--- config.mk ---
export PLATFORM = sky130hd
export DESIGN_NAME = fps_host
export DESIGN_NICKNAME = d
export VERILOG_FILES = /design/src/fps_pkg.sv /design/src/fps_pin_cycle.sv /design/src/fps_host.sv
export SDC_FILE = /design/constraint.sdc
export NUM_CORES = 1
export LEC_CHECK = 0
export BUFFER_PORTS_ARGS = -buffer_cell sky130_fd_sc_hd__clkbuf_2
export CAP_MARGIN = 20
export CELL_PAD_IN_SITES_DETAIL_PLACEMENT = 0
export CELL_PAD_IN_SITES_GLOBAL_PLACEMENT = 1
export CORE_MARGIN = 2
export CORE_UTILIZATION = 45
export CTS_CLUSTER_SIZE = 14
export DETAILED_ROUTE_END_ITERATION = 8
export MAX_ROUTING_LAYER = met4
export PLACE_DENSITY_LB_ADDON = 0.25
export REMOVE_ABC_BUFFERS = 1
export SYNTH_ARGS = -nofsm -noshare
export SYNTH_HDL_FRONTEND = slang
export SYNTH_SLANG_ARGS = --single-unit
export TNS_END_PERCENT = 20
--- constraint.sdc ---
create_clock -name clk -period 7.9 [get_ports clk]
set_input_delay 0 -clock clk [delete_from_list [all_inputs] [get_ports clk]]
set_output_delay 0 -clock clk [all_outputs]
set_load 0.01 [all_outputs]
--- src/fps_pkg.sv ---
package fps_pkg;
  // clock and pin timing
  localparam int CLK_NS = 4;                 // 250 MHz system clock
  localparam int T_ACC_NS = 100;             // random read access, least time
  localparam int T_WP_NS = 50;               // write strobe low width
  localparam int T_SETUP_NS = 10;            // address to strobe setup
  localparam int T_HIGH_NS = 30;             // strobes high between cycles
  localparam int SYNC_STAGES = 2;            // data input synchroniser depth
  localparam logic [7:0] ACC_CYC = 8'((T_ACC_NS + CLK_NS - 1) / CLK_NS + SYNC_STAGES);
  localparam logic [7:0] WP_CYC = 8'((T_WP_NS + CLK_NS - 1) / CLK_NS);
  localparam logic [7:0] SETUP_CYC = 8'((T_SETUP_NS + CLK_NS - 1) / CLK_NS);
  localparam logic [7:0] HIGH_CYC = 8'((T_HIGH_NS + CLK_NS - 1) / CLK_NS);

  // flash pins
  localparam int ADDR_W = 19;
  localparam int DATA_W = 16;

  // status bit positions in a status read
  localparam int BIT_POLL = 7;               // polling_bit
  localparam int BIT_TOG1 = 6;               // toggle_bit_primary
  localparam int BIT_ERR = 5;                // error_flag
  localparam int BIT_TIMER = 3;              // erase_timer_flag
  localparam int BIT_TOG2 = 2;               // toggle_bit_secondary
  localparam logic [7:0] STATUS_MASK = 8'hEC; // reserved bits 0, 1 and 4 dropped

  // own register map (byte addresses)
  localparam logic [7:0] REG_CTRL = 8'h00;
  localparam logic [7:0] REG_ADDR = 8'h04;
  localparam logic [7:0] REG_DATA = 8'h08;
  localparam logic [7:0] REG_STAT = 8'h0C;
  localparam logic [7:0] REG_RDATA = 8'h10;

  // status register fields
  localparam int ST_BUSY = 0;
  localparam int ST_DONE = 1;
  localparam int ST_FAIL = 2;
  localparam int ST_SUSP = 3;
  localparam int ST_TIMER = 4;
  localparam int ST_FAILBLK = 5;
  localparam int ST_REFUSED = 6;
  localparam int ST_SBYTE_LSB = 8;

  // operations written to the control register
  typedef enum logic [2:0] {
    OP_READ = 3'b000,
    OP_WRITE = 3'b001,
    OP_DPOLL = 3'b010,
    OP_TPOLL = 3'b011,
    OP_ADDBLK = 3'b100
  } fps_op_t;

  localparam logic [2:0] OP_RESET = 3'b000;
  localparam logic [31:0] STAT_RESET = 32'h0000_0000;
endpackage

--- src/fps_pin_cycle.sv ---
`timescale 1ns/1ns
`default_nettype none
// one asynchronous read or write cycle on the flash pins
module fps_pin_cycle
  import fps_pkg::*;
(
  input wire logic clk,
  input wire logic srst_n,
  input wire logic req,
  input wire logic req_we,
  input wire logic [ADDR_W-1:0] req_addr,
  input wire logic [DATA_W-1:0] req_wdata,
  output logic done,
  output logic [DATA_W-1:0] rdata,
  output logic chip_en_n,
  output logic out_en_n,
  output logic wr_en_n,
  output logic [ADDR_W-1:0] addr,
  output logic [DATA_W-1:0] dq_o,
  output logic dq_oe,
  input wire logic [DATA_W-1:0] dq_i
);
  typedef enum logic [1:0] {
    E_IDLE = 2'b00,
    E_SETUP = 2'b01,
    E_ACTIVE = 2'b10,
    E_RECOVER = 2'b11
  } fps_eng_t;

  fps_eng_t state_q;
  logic [7:0] cnt_q;              // cycles left in the current phase
  logic we_q;                     // current cycle is a write
  logic [DATA_W-1:0] sync1_q;     // first synchroniser stage
  logic [DATA_W-1:0] sync2_q;     // second stage, the only one read

  // data pins come from another timing world
  always_ff @(posedge clk or negedge srst_n) begin
    if (!srst_n) begin
      sync1_q <= '0;
      sync2_q <= '0;
    end else begin
      sync1_q <= dq_i;
      sync2_q <= sync1_q;
    end
  end

  // cycle sequencer; every pin is a flop
  always_ff @(posedge clk or negedge srst_n) begin
    if (!srst_n) begin
      state_q <= E_IDLE;
      cnt_q <= 8'h00;
      we_q <= 1'b0;
      done <= 1'b0;
      rdata <= '0;
      chip_en_n <= 1'b1;
      out_en_n <= 1'b1;
      wr_en_n <= 1'b1;
      addr <= '0;
      dq_o <= '0;
      dq_oe <= 1'b0;
    end else begin
      done <= 1'b0;
      case (state_q)
        E_IDLE: begin
          if (req) begin
            // address and chip enable first, strobe later
            we_q <= req_we;
            addr <= req_addr;
            dq_o <= req_wdata;
            dq_oe <= req_we;
            chip_en_n <= 1'b0;
            cnt_q <= SETUP_CYC - 8'h01;
            state_q <= E_SETUP;
          end
        end
        E_SETUP: begin
          if (cnt_q == 8'h00) begin
            // each read drops output enable afresh: one read cycle per pulse
            out_en_n <= we_q;
            wr_en_n <= ~we_q;
            cnt_q <= (we_q ? WP_CYC : ACC_CYC) - 8'h01;
            state_q <= E_ACTIVE;
          end else begin
            cnt_q <= cnt_q - 8'h01;
          end
        end
        E_ACTIVE: begin
          if (cnt_q == 8'h00) begin
            // access time plus synchroniser delay has passed
            if (!we_q) begin
              rdata <= sync2_q;
            end
            out_en_n <= 1'b1;
            wr_en_n <= 1'b1;
            chip_en_n <= 1'b1;
            cnt_q <= HIGH_CYC - 8'h01;
            state_q <= E_RECOVER;
          end else begin
            cnt_q <= cnt_q - 8'h01;
          end
        end
        E_RECOVER: begin
          // data held past the strobe edge for write hold
          if (cnt_q == 8'h00) begin
            dq_oe <= 1'b0;
            done <= 1'b1;
            state_q <= E_IDLE;
          end else begin
            cnt_q <= cnt_q - 8'h01;
          end
        end
        default: begin
          state_q <= E_IDLE;
        end
      endcase
    end
  end
endmodule
`default_nettype wire

--- src/fps_host.sv ---
// Added by the designer: the AHB-Lite interface to the registers and the placing of the registers.
`timescale 1ns/1ns
`default_nettype none
// Notes on behaviour
// - host masks reserved status bits 0,1,4
// - host polls programmed address or block
// - two equal reads mean done; reread
// - error flag on failure; retire block
// - add blocks only while timer zero
module fps_host
  import fps_pkg::*;
(
  input wire logic clk,
  input wire logic rst_n,
  input wire logic hsel,
  input wire logic [31:0] haddr,
  input wire logic [1:0] htrans,
  input wire logic hwrite,
  input wire logic [2:0] hsize,
  input wire logic [31:0] hwdata,
  input wire logic hready,
  output logic hreadyout,
  output logic [31:0] hrdata,
  output logic hresp,
  output logic flash_chip_en_n,
  output logic flash_out_en_n,
  output logic flash_wr_en_n,
  output logic [ADDR_W-1:0] flash_addr,
  output logic [DATA_W-1:0] flash_dq_o,
  output logic flash_dq_oe,
  input wire logic [DATA_W-1:0] flash_dq_i
);
  typedef enum logic [1:0] {
    M_IDLE = 2'b00,
    M_ISSUE = 2'b01,
    M_WAIT = 2'b10
  } fps_main_t;

  // reset release
  // two flops, so every register leaves reset on the same edge
  logic rst_meta_q;
  logic srst_n;

  always_ff @(posedge clk or negedge rst_n) begin
    if (!rst_n) begin
      rst_meta_q <= 1'b0;
      srst_n <= 1'b0;
    end else begin
      rst_meta_q <= 1'b1;
      srst_n <= rst_meta_q;
    end
  end

  // software registers and poll state
  logic [2:0] op_q;               // operation in progress
  logic [ADDR_W-1:0] addr_q;      // flash word address
  logic [DATA_W-1:0] data_q;      // write data, or last word written for polling
  logic [DATA_W-1:0] rd_q;        // last word read from the flash
  logic [DATA_W-1:0] prev_q;      // previous read of a toggle poll
  logic busy_q;
  logic done_q;
  logic fail_q;
  logic susp_q;                   // finished on a suspended erase block
  logic timer_q;                  // erase_timer_flag as last seen
  logic failblk_q;                // secondary toggle moved at the failing address
  logic refused_q;                // block add refused, erase already started
  logic err_seen_q;               // error flag seen, one confirming read pending
  logic final_q;                  // toggling stopped, final value read pending
  logic first_q;                  // no previous read yet in this toggle poll
  fps_main_t state_q;

  // bus side
  logic wr_pend_q;
  logic [7:0] wr_addr_q;
  logic start;
  logic eng_req;
  logic eng_done;
  logic [DATA_W-1:0] eng_rdata;

  // masked status byte of a read
  function automatic logic [7:0] status_byte(input logic [DATA_W-1:0] w);
    status_byte = w[7:0] & STATUS_MASK;
  endfunction

  function automatic logic [31:0] reg_read(input logic [7:0] a, input logic [31:0] st);
    case (a)
      REG_CTRL: reg_read = {29'h0000_0000, op_q};
      REG_ADDR: reg_read = {13'h0000, addr_q};
      REG_DATA: reg_read = {16'h0000, data_q};
      REG_STAT: reg_read = st;
      REG_RDATA: reg_read = {16'h0000, rd_q};
      default: reg_read = 32'h0000_0000;
    endcase
  endfunction

  // status word: flags in the low byte, masked status byte above them
  logic [31:0] stat_word;
  assign stat_word = {16'h0000, status_byte(rd_q), 1'b0, refused_q, failblk_q, timer_q,
                      susp_q, fail_q, done_q, busy_q};

  // a control write while idle starts an operation; ignored while busy
  assign start = wr_pend_q && (wr_addr_q == REG_CTRL) && !busy_q;

  // ahb-lite slave: zero wait states, always okay
  always_ff @(posedge clk or negedge srst_n) begin
    if (!srst_n) begin
      hreadyout <= 1'b0;
      hresp <= 1'b0;
      hrdata <= STAT_RESET;
      wr_pend_q <= 1'b0;
      wr_addr_q <= 8'h00;
    end else begin
      // no wait states: every transfer is answered on the next edge
      hreadyout <= 1'b1;
      hresp <= 1'b0;
      wr_pend_q <= 1'b0;
      if (hsel && htrans[1] && hready) begin
        wr_pend_q <= hwrite;
        wr_addr_q <= {haddr[7:2], 2'b00};
        if (!hwrite) begin
          // read data stands during the data phase
          hrdata <= reg_read({haddr[7:2], 2'b00}, stat_word);
        end
      end
    end
  end

  // address and data registers, frozen while busy
  // a write while busy is dropped with no bus sign, so software must poll busy first
  always_ff @(posedge clk or negedge srst_n) begin
    if (!srst_n) begin
      addr_q <= '0;
      data_q <= '0;
      op_q <= OP_RESET;
    end else if (wr_pend_q && !busy_q) begin
      case (wr_addr_q)
        REG_ADDR: addr_q <= hwdata[ADDR_W-1:0];
        REG_DATA: data_q <= hwdata[DATA_W-1:0];
        REG_CTRL: op_q <= hwdata[2:0];
        default: begin
        end
      endcase
    end
  end

  // operation sequencer and status evaluation
  // a toggle poll needs one reference read before it can compare two reads
  always_ff @(posedge clk or negedge srst_n) begin
    if (!srst_n) begin
      state_q <= M_IDLE;
      eng_req <= 1'b0;
      busy_q <= 1'b0;
      done_q <= 1'b0;
      fail_q <= 1'b0;
      susp_q <= 1'b0;
      timer_q <= 1'b0;
      failblk_q <= 1'b0;
      refused_q <= 1'b0;
      err_seen_q <= 1'b0;
      final_q <= 1'b0;
      first_q <= 1'b0;
      rd_q <= '0;
      prev_q <= '0;
    end else begin
      eng_req <= 1'b0;
      case (state_q)
        M_IDLE: begin
          if (start) begin
            // software starts a poll only once the command sequence is in
            busy_q <= 1'b1;
            done_q <= 1'b0;
            fail_q <= 1'b0;
            susp_q <= 1'b0;
            failblk_q <= 1'b0;
            refused_q <= 1'b0;
            err_seen_q <= 1'b0;
            final_q <= 1'b0;
            first_q <= 1'b1;
            if (hwdata[2:0] == OP_ADDBLK && timer_q) begin
              // erase has begun: only suspend may be written now
              refused_q <= 1'b1;
              busy_q <= 1'b0;
              done_q <= 1'b1;
            end else begin
              state_q <= M_ISSUE;
            end
          end
        end
        M_ISSUE: begin
          // one request pulse per flash cycle
          eng_req <= 1'b1;
          state_q <= M_WAIT;
        end
        M_WAIT: begin
          if (eng_done) begin
            state_q <= M_ISSUE;
            first_q <= 1'b0;
            // every poll read also refreshes the erase timer view
            if (op_q == OP_DPOLL || op_q == OP_TPOLL) begin
              rd_q <= eng_rdata;
              timer_q <= eng_rdata[BIT_TIMER];
            end else if (op_q == OP_READ) begin
              // idle bank reads hand the array word back unchanged
              rd_q <= eng_rdata;
            end
            case (op_q)
              OP_DPOLL: begin
                // match means the operation ended; suspended block also reads one
                if (eng_rdata[BIT_POLL] == data_q[BIT_POLL]) begin
                  state_q <= M_IDLE;
                  busy_q <= 1'b0;
                  done_q <= 1'b1;
                end else if (err_seen_q) begin
                  // still no match after the error flag: block is bad
                  state_q <= M_IDLE;
                  busy_q <= 1'b0;
                  done_q <= 1'b1;
                  fail_q <= 1'b1;
                end else if (eng_rdata[BIT_ERR]) begin
                  // the flag may rise with a late match, so read once more
                  err_seen_q <= 1'b1;
                end
              end
              OP_TPOLL: begin
                prev_q <= eng_rdata;
                if (first_q) begin
                  // need a reference read first
                end else if (final_q) begin
                  // the read after two equal ones carries the final value
                  state_q <= M_IDLE;
                  busy_q <= 1'b0;
                  done_q <= 1'b1;
                end else if (eng_rdata[BIT_TOG1] == prev_q[BIT_TOG1]) begin
                  final_q <= 1'b1;
                  // primary steady but secondary moving: suspended erase block
                  susp_q <= eng_rdata[BIT_TOG2] ^ prev_q[BIT_TOG2];
                end else if (err_seen_q) begin
                  // still toggling after the error flag: failed
                  state_q <= M_IDLE;
                  busy_q <= 1'b0;
                  done_q <= 1'b1;
                  fail_q <= 1'b1;
                  failblk_q <= eng_rdata[BIT_TOG2] ^ prev_q[BIT_TOG2];
                end else if (eng_rdata[BIT_ERR]) begin
                  err_seen_q <= 1'b1;
                end
              end
              default: begin
                // single read, write or block add ends after one cycle
                // the engine reports done only after its recovery gap
                state_q <= M_IDLE;
                busy_q <= 1'b0;
                done_q <= 1'b1;
              end
            endcase
          end
        end
        default: begin
          state_q <= M_IDLE;
        end
      endcase
    end
  end

  // pin cycle engine; writes carry the data register
  // the engine holds address and data until its recovery ends
  fps_pin_cycle fps_pin_cycle_inst (
    .clk(clk),
    .srst_n(srst_n),
    .req(eng_req),
    .req_we(op_q == OP_WRITE || op_q == OP_ADDBLK),
    .req_addr(addr_q),
    .req_wdata(data_q),
    .done(eng_done),
    .rdata(eng_rdata),
    .chip_en_n(flash_chip_en_n),
    .out_en_n(flash_out_en_n),
    .wr_en_n(flash_wr_en_n),
    .addr(flash_addr),
    .dq_o(flash_dq_o),
    .dq_oe(flash_dq_oe),
    .dq_i(flash_dq_i)
  );

  // hsize is not checked: only whole words are used
  // upper address bits and upper write data bits are don't care
  logic unused_ok;
  assign unused_ok = ^{hsize, haddr[31:8], haddr[1:0], hwdata[31:19]};
endmodule
`default_nettype wire

======== Word level (Yosys, flattened, before mapping) ========
Cells that the tools add are included.
W data, S select, Z words.
cells by class
  reduce and logical (&&, ||, !) cells .... 42
  order comparisons ....................... 0
  add/sub/neg operators ................... 2
  div/mod/pow operators ................... 0
  eq/ne operators ......................... 38
  shifts and indexed selects .............. 0
  bitwise logic cells ..................... 3
  multiply operators ...................... 0
  multiplexer cells ....................... 98
operators with widths
  cell                   number
  $pmux W19 S5           1
  $mux W1                60
  $mux W16               2
  $mux W8                4
  $pmux W1 S2            16
  $pmux W8 S4            1
  $reduce_and A3 Y1      9
  $mux W2                10
  $ne A2 B2 Y1 const B   10
  $eq A6 B2 Y1 const B   3
  $logic_not A8 Y1       2
  $reduce_and A8 Y1      2
  $sub A8 B1 Y8 const B  2
  $ne A3 B3 Y1 const B   5
  $reduce_and A2 Y1      7
  $eq A6 B1 Y1 const B   2
  $reduce_and A5 Y1      2
  $reduce_bool A2 Y1     5
  $ne A2 B1 Y1 const B   4
  $pmux W2 S4            1
  $reduce_and A7 Y1      1
  $eq A2 B2 Y1 const B   3
  $eq A3 B2 Y1 const B   2
  $eq A3 B3 Y1 const B   2
  17 further kinds       27
storage, ports and cells
  flip-flop bits (word level) ............. 215
  bits of input ports ..................... 90
  output and inout bits ................... 73
  memory bits (read-only) ................. 0
  memories ................................ 0
  logic and storage cells ................. 219
  RAM bits ................................ 0
  bits in latches ......................... 0

======== Depth between registers and ports, before layout ========
  depth in word-level cells ............... 8
  depth in mapped cells ................... 7
  gate-level depth less buffers ........... 6

======== Hierarchy ========
From an unflattened synthesis, not the netlist that was laid out.
unflattened totals
  cells, all modules ...................... 597
  area, all modules ....................... 8,155.3 sq um
modules (own cells, without submodules)
  module         area each (sq um)  times used  sequential area each (sq um)  cells each
  fps_host       4,396.7            1           2,452.4                       348
  fps_pin_cycle  3,758.6            1           2,481.1                       249

======== Worst setup path after synthesis ========
OpenSTA, ideal clock, no wires.
  path type ............................... register to register
  start point ............................. register fps_pin_cycle_inst.cnt_q[0]
  end point ............................... register fps_pin_cycle_inst.rdata[12]
  required time ........................... 7.775 ns
  setup time .............................. 0.125 ns
  path buffers ............................ 1
  clock period less this slack ............ 1.931 ns
  stages on the path, launching flop included .. 8
  data arrival time ....................... 1.806 ns
  path slack .............................. 5.969 ns
  cell sequence ........................... dfrtp_1 > inv_1 > ha_1 > nor3b_4 > nand3_2 > nor3_4 > buf_6 > mux2_2
on the way
  cells in the longest elaborated chain, start to end .. 2
RTL lines
  what                                line                 source
  start, declared                     fps_pin_cycle.sv:31  logic [7:0] cnt_q;
  start signal, assigned              fps_pin_cycle.sv:72  cnt_q <= SETUP_CYC - 8'h01;
  start signal, assigned              fps_pin_cycle.sv:81  cnt_q <= (we_q ? WP_CYC : ACC_CYC) - 8'h01;
  start signal, assigned              fps_pin_cycle.sv:84  cnt_q <= cnt_q - 8'h01;
  $logic_not A8 Y1                    fps_pin_cycle.sv:88  if (cnt_q == 8'h00) begin
  $reduce_and A3 Y1 (no source line)  -
  end signal, assigned                fps_pin_cycle.sv:91  rdata <= sync2_q;
  end, declared                       fps_pin_cycle.sv:14  output logic [DATA_W-1:0] rdata,
Every way passes these cells.
A chain may end at the register's enable or synchronous reset.

======== Worst setup path after layout ========
  start point ............................. register fps_pin_cycle_inst.cnt_q[0]
  end point ............................... register fps_pin_cycle_inst.rdata[1]
Same word-level chain as after synthesis.

==> impl_metrics.json <==
{
  "rsz0062_at_grt": "false",
  "seq_area_frac_synth": 0.597,
  "min_period_ns": 2.63,
  "fin_tns_setup_ns": 0,
  "post_cts_buffers": 0,
  "die_area_sq_um": 19500,
  "fin_crit_sh": 0.333,
  "n_fill_cell": 1525,
  "synth-compound-area-share": 0.0831,
  "drt_wl_total_um": 18100,
  "grt_max_degree": 83,
  "dp_hpwl_um": 12000,
  "core_sq_um": 18000,
  "worst_setup_path_start_kind": "flip-flop",
  "crit_fanout": 16,
  "critical_path_class": "flip-flop to flip-flop",
  "post_drt_wl_per_cell_um": 18.4,
  "power_density_nw_per_um2": 225,
  "vias": 5290,
  "drv_cap": 0,
  "cts_root_buf": "clkbuf_16",
  "crit_path_start": "fps_pin_cycle_inst.cnt_q[0]",
  "grt_first_pass_wirelength_um": 29800,
  "pin_count": 163,
  "synth_fa_ha_area_frac": 0.00757,
  "ys_types": 69,
  "p_leak_nw": 4.59,
  "dp.cells": 905,
  "htreeDepth": 4,
  "synth_top_area_frac": 0.588,
  "synthTopCellsByArea": "dfrtp_1 59%, mux2_2 14%, mux2_4 1.8%",
  "port_buffers": 105,
  "cts_num_sinks": 197,
  "nNetsFinal": 835,
  "r2r_start": "fps_pin_cycle_inst.cnt_q[0]",
  "drv_slew": 0,
  "drc": 0,
  "grt_util_all_layers": 0.202,
  "clock_skew_ns": 0.0106,
  "yosys-mux-area-fraction": 0.181,
  "fin_area_sq_um": 10000,
  "setup_violations": 0,
  "antenna_found_initial": 0,
  "synth_edf_count": 0,
  "synth_seq_cells": 197,
  "cp.required_ns": 8.22,
  "hold_violations": 0,
  "synth_cells": 589,
  "synth_commonest_cells": "194 x dfrtp_1, 104 x mux2_2, 23 x nor2_1",
  "yosys.area.top_type": "dfrtp_1",
  "yosys.area_share.simple": 0.0846,
  "setup.worst_path.end_class": "flip-flop",
  "synth_flop_cell": "dfrtp_1",
  "layout-drive-gt1-share": 0.371,
  "holdCritStartpoint": "htrans[1]",
  "grt-ovfl-total": 0,
  "place_area_sq_um": 8910,
  "syn_avg_cell_area_sq_um": 14.0,
  "slew_headroom": 0.307,
  "chipHeight_um": 140,
  "finalCoreUtilization": 0.557,
  "arrival_ns": 2.95,
  "worst_pin_slew_ns": 1.04,
  "cts_tree": "built",
  "syn-cell-area_sq_um": 8260,
  "globalplace.congestion": 0.829,
  "synth_xor_area_frac": 0.00742,
  "antenna_cells": 0,
  "firstDrtPassIters": 4,
  "area_growth_pct": 21.0,
  "grt_pass1_vias": 5404,
  "drtIter0Drc": 305,
  "numCtsBuffers": 17,
  "clock_latency_ns": 0.44,
  "clk_pin_slew_worst_paths_ns": 0.07,
  "start_util": 0.460,
  "synth.most_common_cell": "dfrtp_1",
  "cts_buffer_depth": 2,
  "yosysWarningCount": 0,
  "whs_ns": 0.0639,
  "rows": 49,
  "die_w_um": 140,
  "async_flop_share": 1.00,
  "synth_top_family_by_area": "multiplexers",
  "fin_cells": 982,
  "clock.fmax_mhz": 380,
  "ant_nets": 0,
  "viasPerCell": 5.39,
  "status": "completed",
  "worstHoldPathType": "primary input to flip-flop",
  "irDropWorstVdd_mv": 0.155
}
-- path summary, 6_finish.rpt --
check / end / depth (start not counted) / slack, ns
worst max-delay path: fps_pin_cycle_inst.rdata[1] / 6 / 5.27
worst min-delay path: wr_addr_q[6] / 3 / 0.06
worst max register to register: fps_pin_cycle_inst.rdata[1] / 6 / 5.27
worst min register to register: fps_pin_cycle_inst.sync2_q[13] / 0 / 0.35
max in group asynchronous: fps_pin_cycle_inst.dq_o[13] / 1 / 6.28
min in group asynchronous: data_q[0] / 0 / 0.36
-- registers in the layout (all words and copies together) (netlist names), 2 cells and up --
signal	cells
addr_q	19
data_q	16
fps_pin_cycle_inst.addr	19
fps_pin_cycle_inst.cnt_q	8
fps_pin_cycle_inst.dq_o	16
fps_pin_cycle_inst.rdata	16
fps_pin_cycle_inst.state_q	2
fps_pin_cycle_inst.sync1_q	16
fps_pin_cycle_inst.sync2_q	16
hrdata	19
op_q	3
prev_q	2
rd_q	16
state_q	2
wr_addr_q	6
-- worst max-delay path, cell delays in order, from the launching register on --
cell	delay [ns]
dfrtp_1	0.43
inv_1	0.08
ha_1	0.21
nor3b_4	0.34
nand3_2	0.21
nor3_4	0.83
mux2_2	0.42
-- cell families after synthesis --
logic type | after synthesis
adder cells (fa/ha/maj) | 5
multiplexers | 131
other | 2
AO/OA/AOI/OAI | 85
flip-flops | 197
XOR/XNOR | 7
buffers and inverters | 52
AND/OR/NAND/NOR | 110
-- layout by cell type, fill, tap and decap left out, drive strengths merged, types with 4 or more instances in the layout --
cell type,count
a21oi,7
a221o,13
a22o,11
a31oi,4
a32o,6
and2,8
buf,7
clkbuf,125
conb,16
dfrtp,194
dlygate4sd3,44
ha,5
inv,21
mux2,116
mux2i,15
nand2,19
nand2b,8
nand3,8
nor2,23
nor3,17
nor4,7
o21a,5
o21ai,9
o2bb2ai,5
xnor2,4
-- metrics by stage --
stage	total power, mW	worst slack, ns
3_3_place_gp	1.34	5.32
5_1_grt	2.35	5.16
3_5_place_dp	1.35	5.28
6_report	2.25	5.27
4_1_cts	2.27	5.27
2_1_floorplan	1.26	2.01
-- area by class of cell --
type | instances | area, sq um | area share
inverters | 14 | 52.6 | 0.00526
repair buffers | 156 | 1040 | 0.104
clock inverters | 12 | 159 | 0.0159
well taps | 229 | 287 | 0.0287
flip-flops and latches | 197 | 4940 | 0.494
clock buffers | 20 | 457 | 0.0457
multi-input cells | 354 | 3070 | 0.307
-- where the power goes --
part	switching, mW	internal, mW	total (mW)
logic	0.122	0.112	0.233
clock network	0.405	0.497	0.902
registers	0.0460	1.07	1.11
total	0.572	1.68	2.25
-- what timing repair did --
item                      4_1_cts  5_1_grt
resized for setup               0        0
hold buffers                   44        0
hold endpoints to repair       62        0
-- routing by layer --
| metal | global-route usage | vias to the layer above | wire [um] |
|---|---|---|---|
| met4 | 0.0473 | 0 | 191 |
| met1 | 0.276 | 2725 | 8490 |
| li1 | - | 2432 | - |
| met2 | 0.312 | 117 | 8720 |
| met3 | 0.0434 | 16 | 697 |
| met5 | - | - | 0 |
Power figures use the tool's default switching activity.
